[src/rtl/ssx_pkg.sv]
package ssx_pkg;
  localparam int INSN_W = 12;
  localparam int DATA_W = 8;
  localparam int FADDR_W = 5;
  localparam logic [5:0] OP_SUB = 6'h02;
  localparam logic [5:0] OP_SWAP = 6'h0e;
  localparam logic [8:0] OP_DIR = 9'h000;
  localparam int DEST_BIT = 5;
  localparam logic [2:0] DIR_PORT_LO = 3'h5;
  localparam logic [7:0] ACC_RESET = 8'h00;
  localparam logic [7:0] DIR_RESET = 8'hff;
  localparam int DIR_PORTS = 3;

  typedef enum logic [1:0] {
    SSX_NONE,
    SSX_SUB,
    SSX_SWAP,
    SSX_DIR
  } ssx_op_t;

  typedef struct packed {
    ssx_op_t op;
    logic dest;
    logic [4:0] faddr;
    logic [2:0] port;
  } ssx_dec_t;

  typedef struct packed {
    logic carry;
    logic nibble_borrow_flag;
    logic zero;
  } ssx_flags_t;

  typedef struct packed {
    logic [7:0] acc;
    logic [2:0][7:0] dir;
    logic file_we;
    logic [4:0] file_waddr;
    logic [7:0] file_wdata;
    logic flags_we;
    ssx_flags_t flags;
    logic sync1;
    logic sync2;
  } ssx_state_t;
endpackage : ssx_pkg

[src/rtl/ssx_decode.sv]
`timescale 1ns/100ps
module ssx_decode (
  input wire logic [11:0] insn,
  output ssx_pkg::ssx_dec_t dec
);
  always_comb begin
    dec.dest = insn[ssx_pkg::DEST_BIT];
    dec.faddr = insn[4:0]; // [RULE6]
    dec.port = insn[2:0];
    dec.op = ssx_pkg::SSX_NONE;
    if (insn[11:6] == ssx_pkg::OP_SUB) begin
      dec.op = ssx_pkg::SSX_SUB;
    end else if (insn[11:6] == ssx_pkg::OP_SWAP) begin
      dec.op = ssx_pkg::SSX_SWAP; // [RULE4]
    end else if (insn[11:3] == ssx_pkg::OP_DIR
                 && insn[2:0] >= ssx_pkg::DIR_PORT_LO) begin
      dec.op = ssx_pkg::SSX_DIR; // [RULE7]
    end
  end
endmodule : ssx_decode

[src/rtl/ssx_exec.sv]
// Overview of operation
// (RULE1) subtract accumulator from file via two's complement
// (RULE2) dest 0: difference to accumulator only
// (RULE3) dest 1: difference back to file register
// (RULE4) decode 0011 10df ffff as nibble exchange
// (RULE5) exchange result to accumulator or file by dest
// (RULE6) five-bit file address, one destination bit
// (RULE7) decode 0000 0000 0fff, accumulator to direction register; code takes fff 5 to 7 only, lower values change nothing
// (RULE8) carry means no borrow; nibble borrow; zero flag
`timescale 1ns/100ps
module ssx_exec (
  input wire logic clk,
  input wire logic reset_n,
  input wire logic clk_en,
  input wire logic [11:0] insn,
  input wire logic insn_valid,
  input wire logic [7:0] file_rdata,
  output logic [4:0] file_raddr,
  output logic file_we,
  output logic [4:0] file_waddr,
  output logic [7:0] file_wdata,
  output logic flags_we,
  output ssx_pkg::ssx_flags_t flags,
  output logic [7:0] acc,
  output logic [2:0][7:0] dir
);
  ssx_pkg::ssx_state_t s;
  ssx_pkg::ssx_state_t next_s;
  ssx_pkg::ssx_dec_t dec;
  logic rst_n;
  logic [8:0] diff;
  logic [4:0] ldiff;
  logic [7:0] result;

  ssx_decode u_dec (
    .insn(insn),
    .dec(dec)
  );

  // file address comes straight from the instruction word so the register
  // file can answer combinationally in the same cycle
  assign file_raddr = dec.faddr;
  assign rst_n = s.sync2;
  assign diff = {1'b0, file_rdata} + {1'b0, ~s.acc} + 9'h001; // [RULE1]
  assign ldiff = {1'b0, file_rdata[3:0]} + {1'b0, ~s.acc[3:0]} + 5'h01;

  always_comb begin
    next_s = s;
    next_s.sync1 = 1'b1;
    next_s.sync2 = s.sync1;
    next_s.file_we = 1'b0;
    next_s.flags_we = 1'b0;
    result = 8'h00;
    if (insn_valid) begin
      case (dec.op)
        ssx_pkg::SSX_SUB: begin
          result = diff[7:0];
          next_s.flags_we = 1'b1;
          next_s.flags.carry = diff[8]; // [RULE8]
          next_s.flags.nibble_borrow_flag = ldiff[4]; // [RULE8]
          next_s.flags.zero = (diff[7:0] == 8'h00); // [RULE8]
        end
        ssx_pkg::SSX_SWAP: begin
          result = {file_rdata[3:0], file_rdata[7:4]}; // [RULE4]
        end
        ssx_pkg::SSX_DIR: begin
          next_s.dir[2'(dec.port - ssx_pkg::DIR_PORT_LO)] = s.acc; // [RULE7]
        end
        default: begin
          result = 8'h00;
        end
      endcase
      if (dec.op == ssx_pkg::SSX_SUB || dec.op == ssx_pkg::SSX_SWAP) begin
        if (dec.dest) begin
          next_s.file_we = 1'b1; // [RULE3] [RULE5]
          next_s.file_waddr = dec.faddr;
          next_s.file_wdata = result;
        end else begin
          next_s.acc = result; // [RULE2] [RULE5]
        end
      end
    end
  end

  always_ff @(posedge clk or negedge reset_n) begin
    if (!reset_n) begin
      s <= '{acc: ssx_pkg::ACC_RESET,
             dir: {3{ssx_pkg::DIR_RESET}},
             file_waddr: 5'h00, file_wdata: 8'h00,
             flags: 3'h0, default: 1'b0};
    end else if (clk_en) begin
      if (!rst_n) begin
        s <= '{acc: ssx_pkg::ACC_RESET,
               dir: {3{ssx_pkg::DIR_RESET}},
               file_waddr: 5'h00, file_wdata: 8'h00,
               flags: 3'h0, sync1: 1'b1, sync2: s.sync1,
               default: 1'b0};
      end else begin
        s <= next_s;
      end
    end
  end

  assign acc = s.acc;
  assign dir = s.dir;
  assign file_we = s.file_we;
  assign file_waddr = s.file_waddr;
  assign file_wdata = s.file_wdata;
  assign flags_we = s.flags_we;
  assign flags = s.flags;

  // one check per direction register: only the addressed entry may move
  for (genvar i = 0; i < ssx_pkg::DIR_PORTS; i++) begin : g_dir_chk

  end
endmodule : ssx_exec

[config.mk]
export PLATFORM = sky130hd
export DESIGN_NAME = ssx_exec
export DESIGN_NICKNAME = d
export VERILOG_FILES = /design/src/rtl/ssx_pkg.sv /design/src/rtl/ssx_decode.sv /design/src/rtl/ssx_exec.sv
export SDC_FILE = /design/constraint.sdc
export NUM_CORES = 1
export LEC_CHECK = 0
export ABC_AREA = 1
export BUFFER_PORTS_ARGS = -buffer_cell sky130_fd_sc_hd__buf_2
export CAP_MARGIN = 20
export CORE_UTILIZATION = 53
export DETAILED_ROUTE_END_ITERATION = 8
export GPL_TIMING_DRIVEN = 0
export PLACE_DENSITY = 0.9
export SYNTH_ARGS = -nofsm -noshare
export SYNTH_HDL_FRONTEND = slang
export SYNTH_SLANG_ARGS = --single-unit
[constraint.sdc]
create_clock -name clk -period 2.5 [get_ports clk]
set_clock_uncertainty 0.2 [all_clocks]
set_input_delay 0.5 -clock clk [delete_from_list [all_inputs] [get_ports clk]]
set_output_delay 0.5 -clock clk [all_outputs]
set_load 0.01 [all_outputs]
Word level (Yosys, flattened, before mapping)
Cells that the tools add are included.
W data, S select, Z words.
{ "classes": {"n_bitwise": 2, "add_sub_neg": 5, "magnitude_cmp": 3, "n_reduce_logical": 9, "n_eq_ne": 11, "mux": 15} }
{ "ops": {"columns": ["op", "count"], "rows": [
  ["$mux W52", 1],
  ["$mux W50", 1],
  ["$mux W14", 2],
  ["$bwmux W24", 1],
  ["$mux W24", 1],
  ["$mux W8", 3],
  ["$demux W8 S2", 1],
  ["$pmux W8 S2", 1],
  ["$add A8 B8 Y9", 1],
  ["$add A9 B1 Y9 const B", 1],
  ["$logic_not A9 Y1", 1],
  ["$logic_not A8 Y1", 1],
  ["$not A8 Y8", 1],
  ["$reduce_and A4 Y1", 2],
  ["$eq A6 B2 Y1 const B", 1],
  ["$eq A6 B4 Y1 const B", 1],
  ["$mux W2", 3],
  ["$ne A2 B1 Y1 const B", 3],
  ["$ne A2 B2 Y1 const B", 3],
  ["$reduce_and A3 Y1", 2],
  ["$add A4 B4 Y5", 1],
  ["$add A5 B1 Y5 const B", 1],
  ["$eq A2 B2 Y1 const B", 2],
  ["$mux W4", 1],
  ["other kinds (8)", 9]
]} }
{ "totals": {"regBits": 52, "output_inout_bits": 55, "elab_cells": 58, "input_bits": 24} }

Longest topological paths before layout
Gate-level depths: netlist (run 1).
{ "depth": {"ltp_word": 11, "depth_mapped": 13, "depth_no_buf": 13} }

Modules after synthesis
A second synthesis (run 1) with hierarchy kept.
{ "unflattened": {"cells_unflattened": 398, "hier_area_um2": 3044.2} }
{ "modules_own_cells": {"columns": ["module", "seq_area_each_um2", "area_each_um2", "instances", "cells_per_inst"], "rows": [
  ["ssx_exec", 1331.3, 2864.0, 1, 364],
  ["ssx_decode", 0.0, 180.2, 1, 34]
]} }

Worst setup path after synthesis (run 1)
Ideal clock, no wire load.
{ "synth_timing": {"kind": "input-to-reg", "startpoint": "input file_rdata[0]", "endpoint": "register s, in the netlist flags[0]", "setup_time_ns": 0.065, "stages": 11, "path_slack_ns": 0.499, "required_time_ns": 2.235, "arrival_ns": 1.735, "path_buffers": 0, "path_cell_list": "inv_1 -> ha_1 -> inv_1 -> fa_1 -> xnor2_1 -> nand2_1 -> nor2_1 -> nand3_1 -> nor2_1 -> nand3_1 -> nand2_1"} }
{ "synth_between": {"elab_chain_len": 6} }
{ "synth_lines": {"columns": ["item", "line_no", "rtl"], "rows": [
  ["from (decl)", "ssx_exec.sv:17", "input wire logic [7:0] file_rdata,"],
  ["$add A8 B8 Y9", "ssx_exec.sv:44", "assign diff = {1'b0, file_rdata} + {1'b0, ~s.acc} + 9'h001;"],
  ["$add A9 B1 Y9", "ssx_exec.sv:44", null],
  ["$logic_not A8 Y1", "ssx_exec.sv:61", "next_s.flags.zero = (diff[7:0] == 8'h00);"],
  ["$mux W4", "ssx_exec.sv:55", "case (dec.op)"],
  ["$mux W50", "ssx_exec.sv:54", "if (insn_valid) begin"],
  ["$mux W52", "ssx_exec.sv:92", "if (!rst_n) begin"],
  ["to (signal assigned)", "ssx_exec.sv:87", "s <= '{acc: ssx_pkg::ACC_RESET,"],
  ["to (signal assigned)", "ssx_exec.sv:93", "s <= '{acc: ssx_pkg::ACC_RESET,"],
  ["to (signal assigned)", "ssx_exec.sv:99", "s <= next_s;"],
  ["to (decl)", "ssx_exec.sv:27", "ssx_pkg::ssx_state_t s;"]
]} }
No other way between the ends. The select of a mux whose other input is x is not followed.
A chain may end at the register's enable or synchronous reset.

Worst setup path in the final report (run 1)
{ "layout_timing": {"startpoint": "register s, in the netlist acc[0]", "endpoint": "register s, in the netlist file_wdata[4]"} }
{ "layout_between": {"elab_chain_len": 8} }
{ "layout_lines": {"columns": ["item", "line_no", "rtl"], "rows": [
  ["$not A8 Y8", "ssx_exec.sv:44", null],
  ["$add A8 B8 Y9", "ssx_exec.sv:44", null],
  ["$add A9 B1 Y9", "ssx_exec.sv:44", null],
  ["$pmux W8 S2", "ssx_exec.sv:55", null],
  ["$mux W14", "ssx_exec.sv:74", "if (dec.dest) begin"],
  ["$mux W14", "ssx_exec.sv:73", "if (dec.op == ssx_pkg::SSX_SUB || dec.op == ssx_pkg::SSX_SWAP) begin"],
  ["$mux W50", "ssx_exec.sv:54", null],
  ["$mux W52", "ssx_exec.sv:92", null]
]} }
No other way between the ends. The select of a mux whose other input is x is not followed.

==> results.md, run 1 <==
- Status: complete, no violations
- Post-synth EDFFs: 0
- Worst slew margin: 0.583
- Switching pwr: 591 uW
- Yosys reg bits: 52
- Die X: 77.1 um
- Synth Warn #: 0
- Clk buf depth: 2
- Initial antenna violation count: 0
- Port bufs: 77
- DR iter-0 viols: 278
- Worst Setup Start Kind: flip-flop
- Critical path arrival: 2.17 ns
- Main area contributors after synthesis: dfrtp_1 (23%), nand2_1 (22%), dfstp_2 (21%)
- CTS tree: yes
- Critical path, cell by cell: ha_1 -> inv_1 -> fa_1 -> nand3_1 -> nand2_1 -> nand2_1 -> nand2_1 -> o22ai_1 -> nand3_1 -> nand2_1
- Area leader, netlist: dfrtp_1
- Layout area overhead: 19.9%
- Top cell type's share of synthesized area: 0.234
- Clock Tree Root: clkbuf_8
- Layout Nets: 525
- Minimum clock period: roughly 2.1 ns
- Max-slew violations: 0
- Switching share of power: 0.295
- RSZ-0062 raised after global routing: no
- Gp weighted congestion: between 0.9 and 1
- CP delay by family, top: adder cells
- Worst reg2reg path startpoint: acc[0]
- Setup_tns: 0 ns
- Synth Cell Area: 0.00299 sq mm
- Start point of the critical path: acc[0]
- Die Y: a little under 80 um
- Post-synth cell types: 22
- Ant. Diodes: 0
- Vias in the first global route: between 2k and 3k
- Main flop type after synthesis: dfrtp_1
- CORE AREA: 0.00527 sq mm
- WL final: about 7600 um
- Synth Net Count: between 400 and 500
- I/O Pins: 79
- Power density over the cells: 558 mW/mm^2
- Crit-path max FO: 4
- Slew @ Worst Pin: between 0.6 and 0.7 ns
- GRT overflow: 0
- Antenna-violating nets left: 0
- Post-synth ARST share: 1.00
- Synth Instances: 407
- Initial Util: 0.568
- # Post-CTS Setup Buffers: 0
- Remaining DRCs: 0
- Max incr delay on CP: 0.44 ns
- Post-cts resize count: 0
- CTS H-tree lvls: 2
- Max-cap violations: 0
- Power Total: 2.00 mW
- Critical path depth in cells: 10
- Area of the multi-input gates: 0.00143 sq mm
- R2R Path End: file_wdata[4]
- R2R setup slack: ~0.37 ns
- Hold crit path type: input pin to asynchronous set/reset pin
- Final setup fails: 0
- Req. time, crit path: about 2.6 ns
- Worst VDD drop: approximately 0.31 mV
- Worst-Skew Late Latency: 0.31 ns
- CTS clk-pin slew, worst paths: 0.09 ns
- Routed len/inst: 13.5 um
- Largest net degree at the start of global routing: 53
- Fillers: 476
- Final Cycle Share: 0.850
- Most instantiated cells after synthesis: nand2_1 (174), inv_1 (37), o21ai_0 (34)
- All-layer global routing usage: 0.275
- Fmax: roughly 470 MHz
- Synthesized area per cell: 7.35 sq um
- Row cnt: 26
- Die area: 0.00595 sq mm
- Share of cells above drive strength 1: 0.252
- Leak Pwr: 2.01 nW
- Int Pwr: 1.41 mW
- Hold_buf cts: 0
- Most frequent cell after synthesis: nand2_1
- Setup crit end kind: flip-flop
- Cts bufs inserted: 5
- DR vias/cell: 5.40
- Vias: 3040
- Most used cell, CP: nand2_1
- TritonRoute pass-1 iters: 4
- First-pass GRT wire length: 13000 um
- Comb pwr share: 0.216
- Area occupied by registers: 0.00133 sq mm
- CTS Sinks: 52
- Hpwl dp: 5880 um
- Seq/Total Area, Yosys: 0.445
- Hold violation count in the final report: 0
- Worst Path Buf+Inv: 1
- Clock network fraction of total power: 0.266
- Max stage delay cell, worst path: fa_1
- Sequential share of power: 0.518
- Reg2reg path depth: 10
- CP Class: flip-flop to flip-flop
cell families after synthesis:
group,Yosys count,synth area share
adders and majority gates,9,0.0402
DFF,52,0.445
AOI/OAI and AO/OA,42,0.0803
buffers and inverters,53,0.0778
and+or+nand+nor,250,0.354
xor gates and xnor gates,1,0.00293
flip-flops by register name, indices dropped and copies added (netlist names):
signal	count
acc	8
dir	24
file_waddr	5
file_wdata	8
file_we	1
flags	3
flags_we	1
next_s	1
rst_n	1
final cells by class:
| class | count | area share |
|---|---|---|
| clock buffers | 7 | 0.0272 |
| inverters | 37 | 0.0387 |
| flip-flops and latches | 52 | 0.371 |
| clock inverters | 1 | 0.00140 |
| repair buffers | 78 | 0.113 |
| multi-input cells | 302 | 0.398 |
| well taps | 70 | 0.0244 |
| plain buffers | 16 | 0.0262 |
per-layer routing:
layer / up-vias / track usage / routed length [um]
met5: - / 0 / 0
met4: 0 / 0.102 / 204
met3: 17 / 0.0464 / 442
met2: 125 / 0.474 / 3760
met1: 1394 / 0.344 / 3210
li1: 1504 / - / -
placed cells by master, fill, tap and decap left out, types with 8 or more instances in the layout:
| master | netlist | layout |
|---|---|---|
| buf_2 | 3 | 80 |
| dfrtp_1 | 28 | 28 |
| buf_4 | 8 | 8 |
| nor2_1 | 15 | 15 |
| ha_1 | 8 | 8 |
| inv_1 | 37 | 37 |
| nand3_1 | 28 | 28 |
| dfstp_2 | 24 | 24 |
| nand4_1 | 28 | 28 |
| o21ai_0 | 34 | 34 |
| nand2_1 | 174 | 174 |
worst max-delay path by stage:
stage | end | slack [ns]
after global routing | acc[4] | 0.20
after global placement | file_wdata[4] | 0.20
after floorplan | flags[0] | 0.50
final | file_wdata[4] | 0.37
after CTS | file_wdata[4] | 0.38
after detailed placement | file_wdata[4] | 0.16
power groups by stage:
stage | clock network, mW | registers (mW) | logic [mW]
finish | 0.532 | 1.04 | 0.433
global route | 0.577 | 1.05 | 0.485
CTS | 0.535 | 1.04 | 0.430
detailed placement | 0 | 1.05 | 0.428
global placement | 0 | 1.05 | 0.414
floorplan | 0 | 1.10 | 0.202
through the flow:
stage / setup slack [ns] / std cells / utilization / hold slack (ns) / cell area, sq um
after floorplan: 0.499 / 407 / - / 0.00441 / 2990
after global routing: 0.197 / 563 / 0.681 / 0.207 / 3590
after CTS: 0.384 / 562 / 0.677 / 0.218 / 3570
after detailed placement: 0.162 / 554 / 0.657 / 0.251 / 3460
final: 0.375 / 563 / 0.681 / 0.170 / 3590
after global placement: 0.197 / 554 / 0.657 / 0.248 / 3460
Note: power is estimated with default switching activity, not from simulation.
==> inputs of run 2 (changes only) <==
SYNTH_HIERARCHICAL = 1   (was unset)
==> run 2 against run 1 <==
- flip-flop and latch count unchanged
- critical path depth up 5
- clock-buffer cell count down 1
- total power up 3.2%
- clock power down 8.3%
- first-iteration DRC count down 22%
- core utilization down 2.1 points
- cell area up 1.3%
- final cell count down 1.2%
- area after synthesis up 1.5%
- combinational power up 15%
- critical endpoint is now acc[3]
- largest power group unchanged
- highest routed layer unchanged
==> results.md, run 2 <==
- Post-cts resize count: 0
- Share of cells above drive strength 1: 0.304
- Worst VDD drop: 0.302 mV
- Max-slew violations: 0
- Minimum clock period: roughly 2.2 ns
- Max Used Layer: met4
- Met2 wire len: 3250 um
- Setup_tns: 0 ns
- Critical path, cell by cell: buf_2 -> inv_1 -> nand2_1 -> nor2_2 -> nand3_1 -> nand2_1 -> inv_1 -> ha_1 -> inv_1 -> a21oi_1 -> nor2_2 -> nand3_1 -> inv_2 -> nand2_1 -> o21ai_1
- CTS tree: yes
- CTS clk-pin slew, worst paths: 0.08 ns
- Worst slew margin: 0.723
- Die area: 0.00604 sq mm
- Hold violation count in the final report: 0
- Port bufs: 77
- Setup crit end: acc[3]
- Most common cell after layout, fill and taps aside: nand2_1
- TritonRoute pass-1 iters: 5
- Synth Warn #: 6
- Power density over the cells: 568 mW/mm^2
- Hold crit path type: input pin to flip-flop
- M1 wire length: 3270 um
- Setup crit end kind: flip-flop
- Req. time, crit path: 2.53 ns
- RSZ-0062 raised after global routing: no
- R2R Path End: file_wdata[6]
- Reg2reg path depth: 12
- Clock Tree Root: clkbuf_8
- All-layer global routing usage: 0.255
- Clk buf depth: 2
- Synth Net Count: 434
- WL final: a little over 7000 um
- CORE AREA: about 0.0055 sq mm
- Routed len/inst: 12.8 um
- Fin worst setup slack: 0.309 ns
- Metal3 WL: just under 500 um
- Power Total: 2.06 mW
- Synth Cell Area: 0.00304 sq mm
- Status: complete, no violations
- Fmax: 457 MHz
- CP Class: input pin to flip-flop
- Crit-path max FO: 6
- Max-cap violations: 0
- Cts bufs inserted: 5
- Placed Area: between 0.003 and 0.004 sq mm
- Synth Instances: 397
- Clock network fraction of total power: 0.236
- Worst Setup Start Kind: input pin
- Vias in the first global route: 2632
- Start point of the critical path: insn[5]
- Max stage delay cell, worst path: ha_1
- Die Y: 77.7 um
- Antenna-violating nets left: 0
- Final setup fails: 0
- CTS Sinks: 52
- Max incr delay on CP: around 0.30 ns
- First-pass GRT wire length: 12000 um
- R2R setup slack: 0.36 ns
- Cell area after layout: 0.00363 sq mm
- Most frequent cells in the layout: nand2_1 (99), nor2_1 (83), buf_2 (77)
- Layout area overhead: 19.7%
- Synthesized area per cell: around 7.6 sq um
- Worst reg2reg path startpoint: acc[0]
- Sequential share of power: 0.523
- I/O Pins: 79
- Row cnt: 27
- Final Cycle Share: 0.876
- Die X: 77.7 um
- Ant. Diodes: 0
- Switching share of power: 0.298
- Worst-Skew Late Latency: 0.30 ns
- Slew @ Worst Pin: 0.416 ns
- Layout Utilization: 0.660
- DR vias/cell: 5.10
- Critical path arrival: 2.22 ns
- Leak Pwr: 1.90 nW
- Initial antenna violation count: 0
- DR iter-0 viols: 218
- Pre-CTS WS: 0.0328 ns
- Hpwl dp: about 5600 um
- Vias: 2834
- Layout Nets: 520
- Int Pwr: 1.45 mW
- GRT overflow: 0
- Remaining DRCs: 0
- Gp weighted congestion: roughly 0.9
- Largest net degree at the start of global routing: 53
- Comb pwr share: 0.241
- Initial Util: 0.551
- CTS H-tree lvls: 2
- Switching pwr: between 600 and 700 uW
- Max reg flops: 24
[run 2: timing repair]
action,in CTS,in global routing
hold buffers,0,1
hold endpoints to repair,0,2
buffers inserted,0,0
[run 2: per-stage QoR]
stage               hold WS (ns)  instances
CTS                        0.232        554
global route               0.268        556
detailed placement         0.261        546
floorplan                0.00441        397
global placement           0.253        546
finish                     0.270        556
[run 2: worst min-delay path by stage]
stage	startpoint	end	slack (ns)	cells after the start
final	clk_en	next_s[0]	0.27	2
after global routing	clk_en	next_s[0]	0.27	2
after CTS	reset_n	file_waddr[1]	0.23	1
after detailed placement	flags[0]	flags[0]	0.26	2
after global placement	next_s[0]	next_s[0]	0.25	1
after floorplan	reset_n	acc[0]	0.004	0
[run 2: layer usage]
layer  track usage  vias to the layer above
met5             0                        -
met3        0.0447                       14
met1         0.354                     1296
met2         0.404                      113
li1              -                     1411
met4        0.0830                        0
[run 2: area by class of cell]
type / instances / area, sq um
multi-input cells: 282 / 1400
inverters: 45 / 169
well taps: 72 / 90.1
plain buffers: 18 / 139
repair buffers: 79 / 415
flip-flops and latches: 52 / 1330
clock inverters: 2 / 10.0
fillers: 468 / 1870
clock buffers: 6 / 82.6
[run 2: worst max-delay path: cells and delay by family]
kind	cells	cell delay, ns
buf+inv	5	0.42
simple gates	7	0.85
fa+ha+maj	1	0.30
compound gates	2	0.15
[run 2: power groups by stage]
stage	Clock [mW]	Combinational, mW	Sequential [mW]
global route	0.523	0.558	1.09
detailed placement	0	0.492	1.10
finish	0.488	0.498	1.08
floorplan	0	0.239	1.15
global placement	0	0.478	1.09
CTS	0.491	0.494	1.08
